<file path="src/rx_status_pkg.sv">
package rx_status_pkg;

	// ----------------------------------------------------------------
	// register map (byte addresses, word aligned)
	// ----------------------------------------------------------------
	localparam logic [31:0] SCRATCH_ADDR      = 32'h5000111c;
	localparam logic [31:0] LINE_STATUS_ADDR  = 32'h50001114;
	localparam logic [31:0] RECEIVE_BUF_ADDR  = 32'h50001100;
	localparam logic [31:0] LINE_CONTROL_ADDR = 32'h5000110c;
	localparam logic [31:0] FIFO_CONTROL_ADDR = 32'h50001108;

	// ----------------------------------------------------------------
	// field positions and reset values
	// ----------------------------------------------------------------
	localparam int          DR_BIT          = 0;
	localparam int          OE_BIT          = 1;
	localparam int          PE_BIT          = 2;
	localparam int          BI_BIT          = 4;
	localparam int          PARITY_EN_BIT   = 3;
	localparam int          FIFO_EN_BIT     = 0;
	localparam logic [7:0]  SCRATCH_RESET   = 8'h00;
	localparam logic [31:0] UNMAPPED_DATA   = 32'h00000000;
	localparam int          FIFO_DEPTH      = 16;
	localparam int          SKID_DEPTH      = 2;

	// ----------------------------------------------------------------
	// one received character from the receiver core
	// ----------------------------------------------------------------
	typedef struct packed {
		logic [7:0] data;
		logic       parity_bad;
		logic       brk;
	} rx_char_t;

	// ----------------------------------------------------------------
	// avalon request / answer
	// ----------------------------------------------------------------
	typedef struct packed {
		logic [31:0] address;
		logic        read;
		logic        write;
		logic [3:0]  byteenable;
		logic [31:0] writedata;
	} av_req_t;

	typedef struct packed {
		logic [31:0] readdata;
		logic        waitrequest;
	} av_rsp_t;

	typedef enum logic [1:0] {
		BUS_IDLE = 2'b01,
		BUS_DONE = 2'b10
	} bus_state_t;

endpackage

</file>
<file path="src/uart_rx_line_status_flags.sv">
`timescale 1ns/100ps
// How it works
// - a failed parity check sets the parity error flag only while the parity enable bit is set.
// - in fifo mode a parity error shows in the flag only when its character is at the fifo head.
// - a break indication also sets the parity error flag.
// - reading the line status register clears the parity error flag.
// - in non-fifo mode a character completing before the buffer is read sets overrun and overwrites.
// - in fifo mode a character completing into a full fifo sets overrun.
// - on a fifo overrun the fifo contents stay and the incoming character is dropped.
// - reading the line status register clears the overrun flag.
// - data ready is high whenever a character sits in the buffer or the fifo.
// - data ready drops on a buffer read in non-fifo mode or when the fifo empties in fifo mode.
// - an 8-bit scratch register, reset to zero, upper 24 bits read zero, no effect on operation.
// - fifo mode means the fifo enable bit is one, non-fifo mode means it is zero.
module uart_rx_line_status_flags #(
	parameter int DEPTH = rx_status_pkg::FIFO_DEPTH
) (
	// clock and reset
	input  wire logic                   clk_sys,
	input  wire logic                   rst_n,
	// avalon-mm slave
	input  wire rx_status_pkg::av_req_t av_req,
	output rx_status_pkg::av_rsp_t      av_rsp,
	// receiver core character stream
	input  wire logic                   rx_valid,
	output logic                        rx_ready,
	input  wire rx_status_pkg::rx_char_t rx_char
);
	import rx_status_pkg::*;

	localparam int AW = $clog2(DEPTH);

	// ----------------------------------------------------------------
	// state
	// ----------------------------------------------------------------
	typedef struct packed {
		bus_state_t           bus;
		logic [31:0]          rdata;
		logic [7:0]           scratch;
		logic [7:0]           line_ctrl;
		logic [7:0]           fifo_ctrl;
		logic                 pe;
		logic                 oe;
		logic                 bi;
		rx_char_t [DEPTH-1:0] fifo;
		logic [AW-1:0]        rd_ptr;
		logic [AW:0]          count;
		rx_char_t [SKID_DEPTH-1:0] skid;
		logic [1:0]           skid_cnt;
		logic                 skid_rd;
	} state_t;

	state_t state_ff;
	state_t nxt_state;

	// ----------------------------------------------------------------
	// helpers
	// ----------------------------------------------------------------
	function automatic logic addr_hit(input logic [31:0] a, input logic [31:0] b);
		addr_hit = (a[31:2] == b[31:2]);
	endfunction

	function automatic logic [AW-1:0] ptr_add(input logic [AW-1:0] p, input logic [AW:0] n);
		logic [AW:0] s;
		s = {1'b0, p} + n;
		if (s >= (AW+1)'(DEPTH)) begin
			s = s - (AW+1)'(DEPTH);
		end
		ptr_add = s[AW-1:0];
	endfunction

	logic     fifo_mode;
	logic     req;
	logic     status_rd;
	logic     buf_rd;
	logic     store;
	rx_char_t head;
	rx_char_t incoming;
	logic     full;
	logic     pop;

	// mode and bus decode
	always_comb begin
		fifo_mode = state_ff.fifo_ctrl[FIFO_EN_BIT];
		req       = (av_req.read | av_req.write) && state_ff.bus == BUS_IDLE;
		status_rd = req && av_req.read && addr_hit(av_req.address, LINE_STATUS_ADDR);
		buf_rd    = req && av_req.read && addr_hit(av_req.address, RECEIVE_BUF_ADDR);
		incoming  = state_ff.skid[0];
		store     = state_ff.skid_cnt != 2'd0;
		head      = state_ff.fifo[state_ff.rd_ptr];
		full      = fifo_mode ? (state_ff.count == (AW+1)'(DEPTH)) : (state_ff.count != '0);
		pop       = buf_rd && state_ff.count != '0;
	end

	// two-entry skid buffer accepts while it has room
	assign rx_ready = (state_ff.skid_cnt != 2'd2);

	// avalon answer, one wait cycle per access
	always_comb begin
		av_rsp.readdata    = state_ff.rdata;
		av_rsp.waitrequest = (state_ff.bus != BUS_DONE);
	end

	// ----------------------------------------------------------------
	// next state
	// ----------------------------------------------------------------
	always_comb begin
		logic [AW:0] cnt;
		logic        pe_set;
		logic        oe_set;
		logic        bi_set;
		logic [7:0]  receive_line_status;
		rx_char_t    nxt_head;
		logic        head_new;
		cnt       = state_ff.count;
		nxt_head  = '0;
		head_new  = 1'b0;
		pe_set    = 1'b0;
		oe_set    = 1'b0;
		bi_set    = 1'b0;
		receive_line_status       = 8'h00;
		nxt_state = state_ff;

		// skid buffer: fill from receiver core
		if (store) begin
			nxt_state.skid[0] = state_ff.skid[1];
		end
		case ({rx_valid && rx_ready, store})
			2'b10: begin
				nxt_state.skid[state_ff.skid_cnt[0]] = rx_char;
				nxt_state.skid_cnt = state_ff.skid_cnt + 2'd1;
			end
			2'b01: begin
				nxt_state.skid_cnt = state_ff.skid_cnt - 2'd1;
			end
			2'b11: begin
				nxt_state.skid[state_ff.skid_cnt[0] ^ 1'b1] = rx_char;
			end
			default: begin
			end
		endcase

		// pop head on receive buffer read
		if (pop) begin
			nxt_state.rd_ptr = ptr_add(state_ff.rd_ptr, (AW+1)'(1));
			cnt = cnt - (AW+1)'(1);
		end

		// a completed character enters buffer or fifo, or sets overrun on a full fifo
		if (store) begin
			if (!fifo_mode) begin
				oe_set = full && !pop;
				nxt_state.fifo[state_ff.rd_ptr] = incoming;
				nxt_state.rd_ptr = state_ff.rd_ptr;
				cnt = (AW+1)'(1);
				pe_set = incoming.parity_bad && state_ff.line_ctrl[PARITY_EN_BIT];
				bi_set = incoming.brk;
			end else if (full && !pop) begin
				oe_set = 1'b1;
			end else begin
				nxt_state.fifo[ptr_add(state_ff.rd_ptr, state_ff.count)] = incoming;
				cnt = cnt + (AW+1)'(1);
			end
		end

		// fifo mode: errors show once, on the edge a character becomes the head;
		// a status read of an already reported head must leave the flag cleared
		if (fifo_mode) begin
			if (pop && state_ff.count > (AW+1)'(1)) begin
				nxt_head = state_ff.fifo[ptr_add(state_ff.rd_ptr, (AW+1)'(1))];
				head_new = 1'b1;
			end else if (store && (state_ff.count == '0
				|| (pop && state_ff.count == (AW+1)'(1)))) begin
				nxt_head = incoming;
				head_new = 1'b1;
			end
		end
		if (head_new) begin
			pe_set = pe_set | (nxt_head.parity_bad && state_ff.line_ctrl[PARITY_EN_BIT]);
			bi_set = bi_set | nxt_head.brk;
		end
		nxt_state.count = cnt;

		// sticky flags, set beats the clearing read
		nxt_state.bi = (state_ff.bi && !status_rd) || bi_set;
		nxt_state.pe = (state_ff.pe && !status_rd) || pe_set || bi_set;
		nxt_state.oe = (state_ff.oe && !status_rd) || oe_set;

		// status word as read
		receive_line_status[DR_BIT] = state_ff.count != '0;
		receive_line_status[OE_BIT] = state_ff.oe;
		receive_line_status[PE_BIT] = state_ff.pe;
		receive_line_status[BI_BIT] = state_ff.bi;

		// bus slave
		case (state_ff.bus)
			BUS_IDLE: begin
				if (req) begin
					nxt_state.bus   = BUS_DONE;
					nxt_state.rdata = UNMAPPED_DATA;
					if (av_req.read) begin
						if (addr_hit(av_req.address, LINE_STATUS_ADDR)) begin
							nxt_state.rdata = {24'h000000, receive_line_status};
						end else if (addr_hit(av_req.address, RECEIVE_BUF_ADDR)) begin
							nxt_state.rdata = {24'h000000, head.data};
						end else if (addr_hit(av_req.address, SCRATCH_ADDR)) begin
							nxt_state.rdata = {24'h000000, state_ff.scratch};
						end else if (addr_hit(av_req.address, LINE_CONTROL_ADDR)) begin
							nxt_state.rdata = {24'h000000, state_ff.line_ctrl};
						end else if (addr_hit(av_req.address, FIFO_CONTROL_ADDR)) begin
							nxt_state.rdata = {24'h000000, state_ff.fifo_ctrl};
						end
					end else if (av_req.byteenable[0]) begin
						if (addr_hit(av_req.address, SCRATCH_ADDR)) begin
							nxt_state.scratch = av_req.writedata[7:0];
						end else if (addr_hit(av_req.address, LINE_CONTROL_ADDR)) begin
							nxt_state.line_ctrl = av_req.writedata[7:0];
						end else if (addr_hit(av_req.address, FIFO_CONTROL_ADDR)) begin
							nxt_state.fifo_ctrl = av_req.writedata[7:0];
							if (av_req.writedata[FIFO_EN_BIT] != state_ff.fifo_ctrl[FIFO_EN_BIT]) begin
								nxt_state.count  = '0; // mode change flushes
								nxt_state.rd_ptr = '0;
							end
						end
					end
				end
			end
			BUS_DONE: begin
				nxt_state.bus = BUS_IDLE;
			end
			default: begin
				nxt_state.bus = BUS_IDLE;
			end
		endcase
	end

	// ----------------------------------------------------------------
	// registers
	// ----------------------------------------------------------------
	always_ff @(posedge clk_sys) begin
		if (!rst_n) begin
			state_ff         <= '0;
			state_ff.bus     <= BUS_IDLE;
			state_ff.scratch <= SCRATCH_RESET;
		end else begin
			state_ff <= nxt_state;
		end
	end

endmodule // uart_rx_line_status_flags

</file>
<file path="config.mk">
export PLATFORM = sky130hd
export DESIGN_NAME = uart_rx_line_status_flags
export DESIGN_NICKNAME = d
export VERILOG_FILES = /design/src/rx_status_pkg.sv /design/src/uart_rx_line_status_flags.sv
export SDC_FILE = /design/constraint.sdc
export NUM_CORES = 1
export LEC_CHECK = 0
export ABC_AREA = 1
export BUFFER_PORTS_ARGS = -buffer_cell sky130_fd_sc_hd__buf_2
export CAP_MARGIN = 20
export CORE_ASPECT_RATIO = 0.5
export CORE_MARGIN = 2
export CORE_UTILIZATION = 50
export DETAILED_ROUTE_END_ITERATION = 7
export PLACE_DENSITY = 0.69
export SYNTH_ARGS = -nofsm -noshare
export SYNTH_HDL_FRONTEND = slang
export SYNTH_SLANG_ARGS = --single-unit
</file>
<file path="constraint.sdc">
create_clock -name clk_sys -period 5.5 [get_ports clk_sys]
set_input_delay 1.1 -clock clk_sys [delete_from_list [all_inputs] [get_ports clk_sys]]
set_output_delay 1.1 -clock clk_sys [all_outputs]
set_load 0.02 [all_outputs]
</file>
Word-level counts from Yosys, hierarchy flattened --
Index checks and enable logic that the tools add are counted.
Word-level totals: output and inout bits 34, bits in registers 252
Operators by class: equal/unequal tests 15, add/sub/neg operators 8, reductions and logical operators 37, muxes and demuxes 65, order comparisons 12, bitwise logic cells 7
Operators with widths (number):
- $bwmux W160 | 2
- $mux W160 | 2
- $mux W32 | 5
- $eq A30 B29 Y1 const B | 5
- $bmux W10 S4 | 2
- $demux W10 S4 | 2
- $mux W9 | 8
- $mux W10 | 6
- $bwmux W20 | 2
- $mux W4 | 10
- $pmux W20 S2 | 1
- $demux W10 S1 | 2
- $mux W5 | 4
- $logic_and A1 B1 Y1 | 19
- $lt A4 B5 Y1 const B | 3
- $mux W1 | 13
- $ge A5 B5 Y1 const B | 2
- $ge A4 B1 Y1 const B | 2
- $mux W2 | 4
- $mux W8 | 1
- $sub A4 B1 Y4 const B | 2
- $reduce_and A7 Y1 | 1
- $ne A2 B2 Y1 const B | 3
- $reduce_and A2 Y1 | 3
- 24 further kinds | 40

Longest topological paths before layout --
word-level depth 18, mapped depth 18, mapped depth without buffers 15

Worst setup path after synthesis --
OpenSTA, ideal clock, no wires.
kind input port to flip-flop, start input port av_req[51] (netlist bit), end register state_ff[27] (netlist bit), library setup time 0.115 ns, buffers on the path 0, slack 2.881 ns, stages on the path 13, data arrival time 2.504 ns, path through inv_2 nand2_1 nor2_1 nand2_2 nor2_2 nand3_4 o21ai_0 inv_1 ha_1 nand3_1 nor2_1 a21oi_1 nor2_1
On the way: cells in the longest elaborated chain, start to end 16
Ends and longest elaborated chain:
- start: declaration | RTL line uart_rx_line_status_flags.sv:22 | input wire rx_status_pkg::av_req_t av_req,
- $eq A30 B29 Y1 | RTL line uart_rx_line_status_flags.sv:60 | addr_hit = (a[31:2] == b[31:2]);
- $logic_and A1 B1 Y1 | RTL line uart_rx_line_status_flags.sv:87 | buf_rd = req && av_req.read && addr_hit(av_req.address, RECEIVE_BUF_ADDR);
- $logic_and A1 B1 Y1 | RTL line uart_rx_line_status_flags.sv:92 | pop = buf_rd && state_ff.count != '0;
- $mux W5 or $logic_not A1 Y1 (tied branches) | RTL line uart_rx_line_status_flags.sv:144, uart_rx_line_status_flags.sv:158
- $add A5 B1 Y5 or $logic_and A1 B1 Y1 (tied branches) | RTL line uart_rx_line_status_flags.sv:162, uart_rx_line_status_flags.sv:158
- $mux W5 | RTL line uart_rx_line_status_flags.sv:158 | end else if (full && !pop) begin
- $mux W5 | RTL line uart_rx_line_status_flags.sv:151 | if (!fifo_mode) begin
- $mux W5 | RTL line uart_rx_line_status_flags.sv:150 | if (store) begin
- $mux W9 | RTL line uart_rx_line_status_flags.sv:220 | if (av_req.writedata[FIFO_EN_BIT] != state_ff.fifo_ctrl[FIFO_EN_BIT]) begin
- $mux W9 | RTL line uart_rx_line_status_flags.sv:218 | end else if (addr_hit(av_req.address, FIFO_CONTROL_ADDR)) begin
- $mux W9 | RTL line uart_rx_line_status_flags.sv:216 | end else if (addr_hit(av_req.address, LINE_CONTROL_ADDR)) begin
- $mux W9 | RTL line uart_rx_line_status_flags.sv:214 | if (addr_hit(av_req.address, SCRATCH_ADDR)) begin
- $mux W9 | RTL line uart_rx_line_status_flags.sv:213 | end else if (av_req.byteenable[0]) begin
- $mux W9 | RTL line uart_rx_line_status_flags.sv:201 | if (av_req.read) begin
- $mux W9 | RTL line uart_rx_line_status_flags.sv:198 | if (req) begin
- $mux W9 (*) | RTL line uart_rx_line_status_flags.sv:196 | case (state_ff.bus)
- end signal: assignment | RTL line uart_rx_line_status_flags.sv:246 | state_ff <= nxt_state;
- end: declaration | RTL line uart_rx_line_status_flags.sv:53 | state_t state_ff;
Mark *: on every way between the ends. The rest lies on a longest branch, timed or not. A chain may end at the register's enable or synchronous reset.

Worst setup path in the final report --
start register state_ff[28] (netlist bit), end register state_ff[179] (netlist bit)
On the way: cells in the longest elaborated chain, start to end 13
Ends and longest elaborated chain:
- $add A4 B5 Y5 | RTL line uart_rx_line_status_flags.sv:65 | s = {1'b0, p} + n;
- $sub A4 B1 Y4 or $ge A5 B5 Y1 (tied branches) | RTL line uart_rx_line_status_flags.sv:67, uart_rx_line_status_flags.sv:66
- $mux W4 | RTL line uart_rx_line_status_flags.sv:66 | if (s >= (AW+1)'(DEPTH)) begin
- $mux W4 | RTL line uart_rx_line_status_flags.sv:158
- $mux W4 | RTL line uart_rx_line_status_flags.sv:151
- $mux W4 | RTL line uart_rx_line_status_flags.sv:150
- $lt A4 B5 Y1 (not written as such) or $ge A4 B1 Y1 (tied branches) | RTL line uart_rx_line_status_flags.sv:161 | nxt_state.fifo[ptr_add(state_ff.rd_ptr, state_ff.count)] = incoming;
- $logic_and A1 B1 Y1 (not written as such) | RTL line uart_rx_line_status_flags.sv:161
- $mux W10 (not written as such) | RTL line uart_rx_line_status_flags.sv:161
- $demux W10 S4 | RTL line uart_rx_line_status_flags.sv:161
- $bwmux W160 | RTL line uart_rx_line_status_flags.sv:161
- $mux W160 | RTL line uart_rx_line_status_flags.sv:158
- $mux W160 (*) | RTL line uart_rx_line_status_flags.sv:151
Mark *: on every way between the ends. The rest lies on a longest branch, timed or not. The select of a mux whose other input is x is not followed.

==> metrics.txt <==
status finished, final reports clean; Primary FF master, synth dfxtp_1; DRC viols 0; crit path cell chain ha_1, inv_1, fa_1, xor2_1, inv_1, nand3_1, nand2_1, nand2_1, nand2_1, nand2_1, nor2_1; DR WL/cell 13.4 um; critical path peak fanout 42; area grow syn2layout 6.29%; max-cap violations 0; CP max stage delay 0.63 ns; number of antenna violations at the first check in global routing 1; final worst setup slack 2.09 ns; hold path depth 2; flops & latches, synth 228; TNS Setup 0 ns; worst vdd ir around 190 uV; largest net degree at the start of global routing 97; WP data required 5.89 ns; Post-layout nets approximately 2.0k; Place WS 1.78 ns; vias in the first global route 9583; slowest cell on the critical path dfxtp_4; post-cts sizing count 0; Synth Area per Inst 6.20 um^2; reg2reg start state_ff[28]; relative slew slack 33.1%; Tot Pwr 0.00348 W; vias per cell 4.90; most common cell after layout, fill and taps aside nand2_1; Yosys warnings 0; CP dominant cell by count nand2_1; Inserted Clock Buffers 23; row count 40; PortBufs 63; CP Launch Type flop; clock-pin transition on the worst setup and hold timing paths 0.07 ns; crit end category flop; commonest cells after routing, fill and taps aside nand2_1, nor2_1, inv_1; Finish-stage setup viols 0; Mapped Cells slightly below 2k; critical path class flop to flop; EDFF count, synth 0; layout cell share with drive strength beyond 1 6.93%; cell family with most CP delay simple AND/OR/NAND/NOR gates; number of library cell types mapped by synthesis 41; area of the mapped netlist between 10000 and 15000 um^2; TritonCTS clock tree built; Fin. Hold Viols 0; First-pass DRT Iterations 5; post-synthesis sequential area ratio between 30% and 40%; Final ANT Viol Nets 0; Hold Path Origin state_ff[18]; die span in y around 110 um; CTS max path bufs 3; GRT Residual Overflow 0; measured slew at the worst slew-check pin 1.00 ns; GPL Wtd Cong 0.923; clock root buffer clkbuf_16; Hold WC Path Type flop to flop; RSZ-0062 raised after global routing no; Die Width 225 um; Setup Buffers After CTS 0; initial core utilization 51.0%; cts hold-fix bufs 0; Leakage about 7 nW; Worst Skew 0.0151 ns; critical path arrival 3.81 ns; overall routed net length roughly 31 mm; core region area about 24000 um^2; Iter 0 DRT Violations 888; Clock Latency Late Sink 0.50 ns; Detailed Place HPWL a little under 20 mm; all-layer global routing usage a little under a quarter; max-slew violation count 0; DR vias 11.2k; reg2reg path depth 11; first-pass GRT wire length 49.7 mm; DIE AREA between 20000 and 30000 um^2; fmax 0.293 GHz; Power Density ~270 nW/um^2; WP depth 11; Tmin final 3.41 ns; Ports 117; # clock sinks 228; Worst Setup SP state_ff[28]; n_diodes 0; Tcrit/Tclk final between 60% and 70%; buffer and inverter count on the worst path 2; H-tree depth 1; FFs w/ async S/R, synth 0%
-- per-stage QoR --
| stage | instance area, um^2 | hold slack, ns | cells | util, % |
|---|---|---|---|---|
| after floorplan | 12300 | 0.407 | 2001 | - |
| after global placement | 12300 | 0.413 | 2239 | 51.1 |
| after detailed placement | 12300 | 0.417 | 2239 | 51.1 |
| after CTS | 13000 | 0.427 | 2277 | 54.2 |
| after global routing | 13000 | 0.444 | 2277 | 54.2 |
| final | 13000 | 0.425 | 2277 | 54.2 |
-- path summary, 6_finish.rpt --
| path | to | slack [ns] |
|---|---|---|
| hold reg to reg | state_ff[18] | 0.43 |
| setup / recovery | state_ff[179] | 2.09 |
| setup reg to reg | state_ff[179] | 2.09 |
| hold / removal | state_ff[18] | 0.43 |
-- cells in the mapped netlist, types with 2 or more instances --
library cell  count  area [um^2]
nand2_1         537         2020
nor2_1          409         1540
inv_1           254          953
dfxtp_1         228         4560
o21ai_0         121          606
a21oi_1          89          445
nand3_1          81          405
clkbuf_1         58          218
buf_4            41          308
buf_2            27          135
nand4_1          19          119
a211oi_1         11         82.6
buf_6            11          124
ha_1             11          138
buf_1            10         37.5
a31oi_1           9         56.3
nand2_2           8         50.1
xor2_1            8         70.1
nand2_4           5         56.3
nor3_1            5         25.0
or2_2             4         25.0
inv_2             3         11.3
nand3_2           3         30.0
nor2_2            3         18.8
xnor2_1           3         26.3
clkinv_1          2         7.51
nor3_2            2         20.0
nor3b_1           2         15.0
o21a_1            2         15.0
-- worst register-to-register path: stages, from the launching register on --
cell and delay [ns]:
dfxtp_4 0.63, ha_1 0.26, inv_1 0.06, fa_1 0.37, xor2_1 0.62, inv_1 0.30, nand3_1 0.16, nand2_1 0.06
nand2_1 0.60, nand2_1 0.11, nand2_1 0.09, nor2_1 0.05
-- area by class of cell --
| cell class | count | area (um^2) |
|---|---|---|
| Sequential cell | 228 | 4570 |
| Multi-Input combinational cell | 1366 | 5970 |
| Clock buffer | 30 | 623 |
| Timing Repair Buffer | 71 | 382 |
| Clock inverter | 8 | 119 |
| Fill cell | 2439 | 11000 |
| Inverter | 259 | 972 |
| Tap cell | 315 | 394 |
-- sequential cells by signal, indices dropped and copies added (netlist names) --
register / flops
incoming: 10
av_rsp: 8
state_ff: 209
fifo_mode: 1
-- report_power, final --
part           switching, W  total (W)  internal (W)  leakage, nW
clock              0.000648    0.00159      0.000937        0.365
sequential        0.0000391    0.00171       0.00167         1.84
combinational      0.000134   0.000189     0.0000553         4.63
total              0.000821    0.00348       0.00266         6.84
-- cell families after synthesis --
| family | Yosys count | synth area share, % |
|---|---|---|
| AOI/OAI and AO/OA | 236 | 10.1 |
| xor gates and xnor gates | 12 | 0.919 |
| adders and majority gates | 12 | 1.29 |
| buffers and inverters | 407 | 14.8 |
| DFF | 228 | 37.2 |
| other | 1 | 0.0306 |
| and+or+nand+nor | 1082 | 35.7 |
-- layer usage --
layer	vias to the layer above	wire, um	track usage [%]
li1	5889	-	-
met1	4930	15000	34.7
met2	309	13200	37.7
met3	29	2010	3.82
met4	2	332	3.49
met5	-	7	0
No activity file was read; power rests on OpenSTA's default activity.
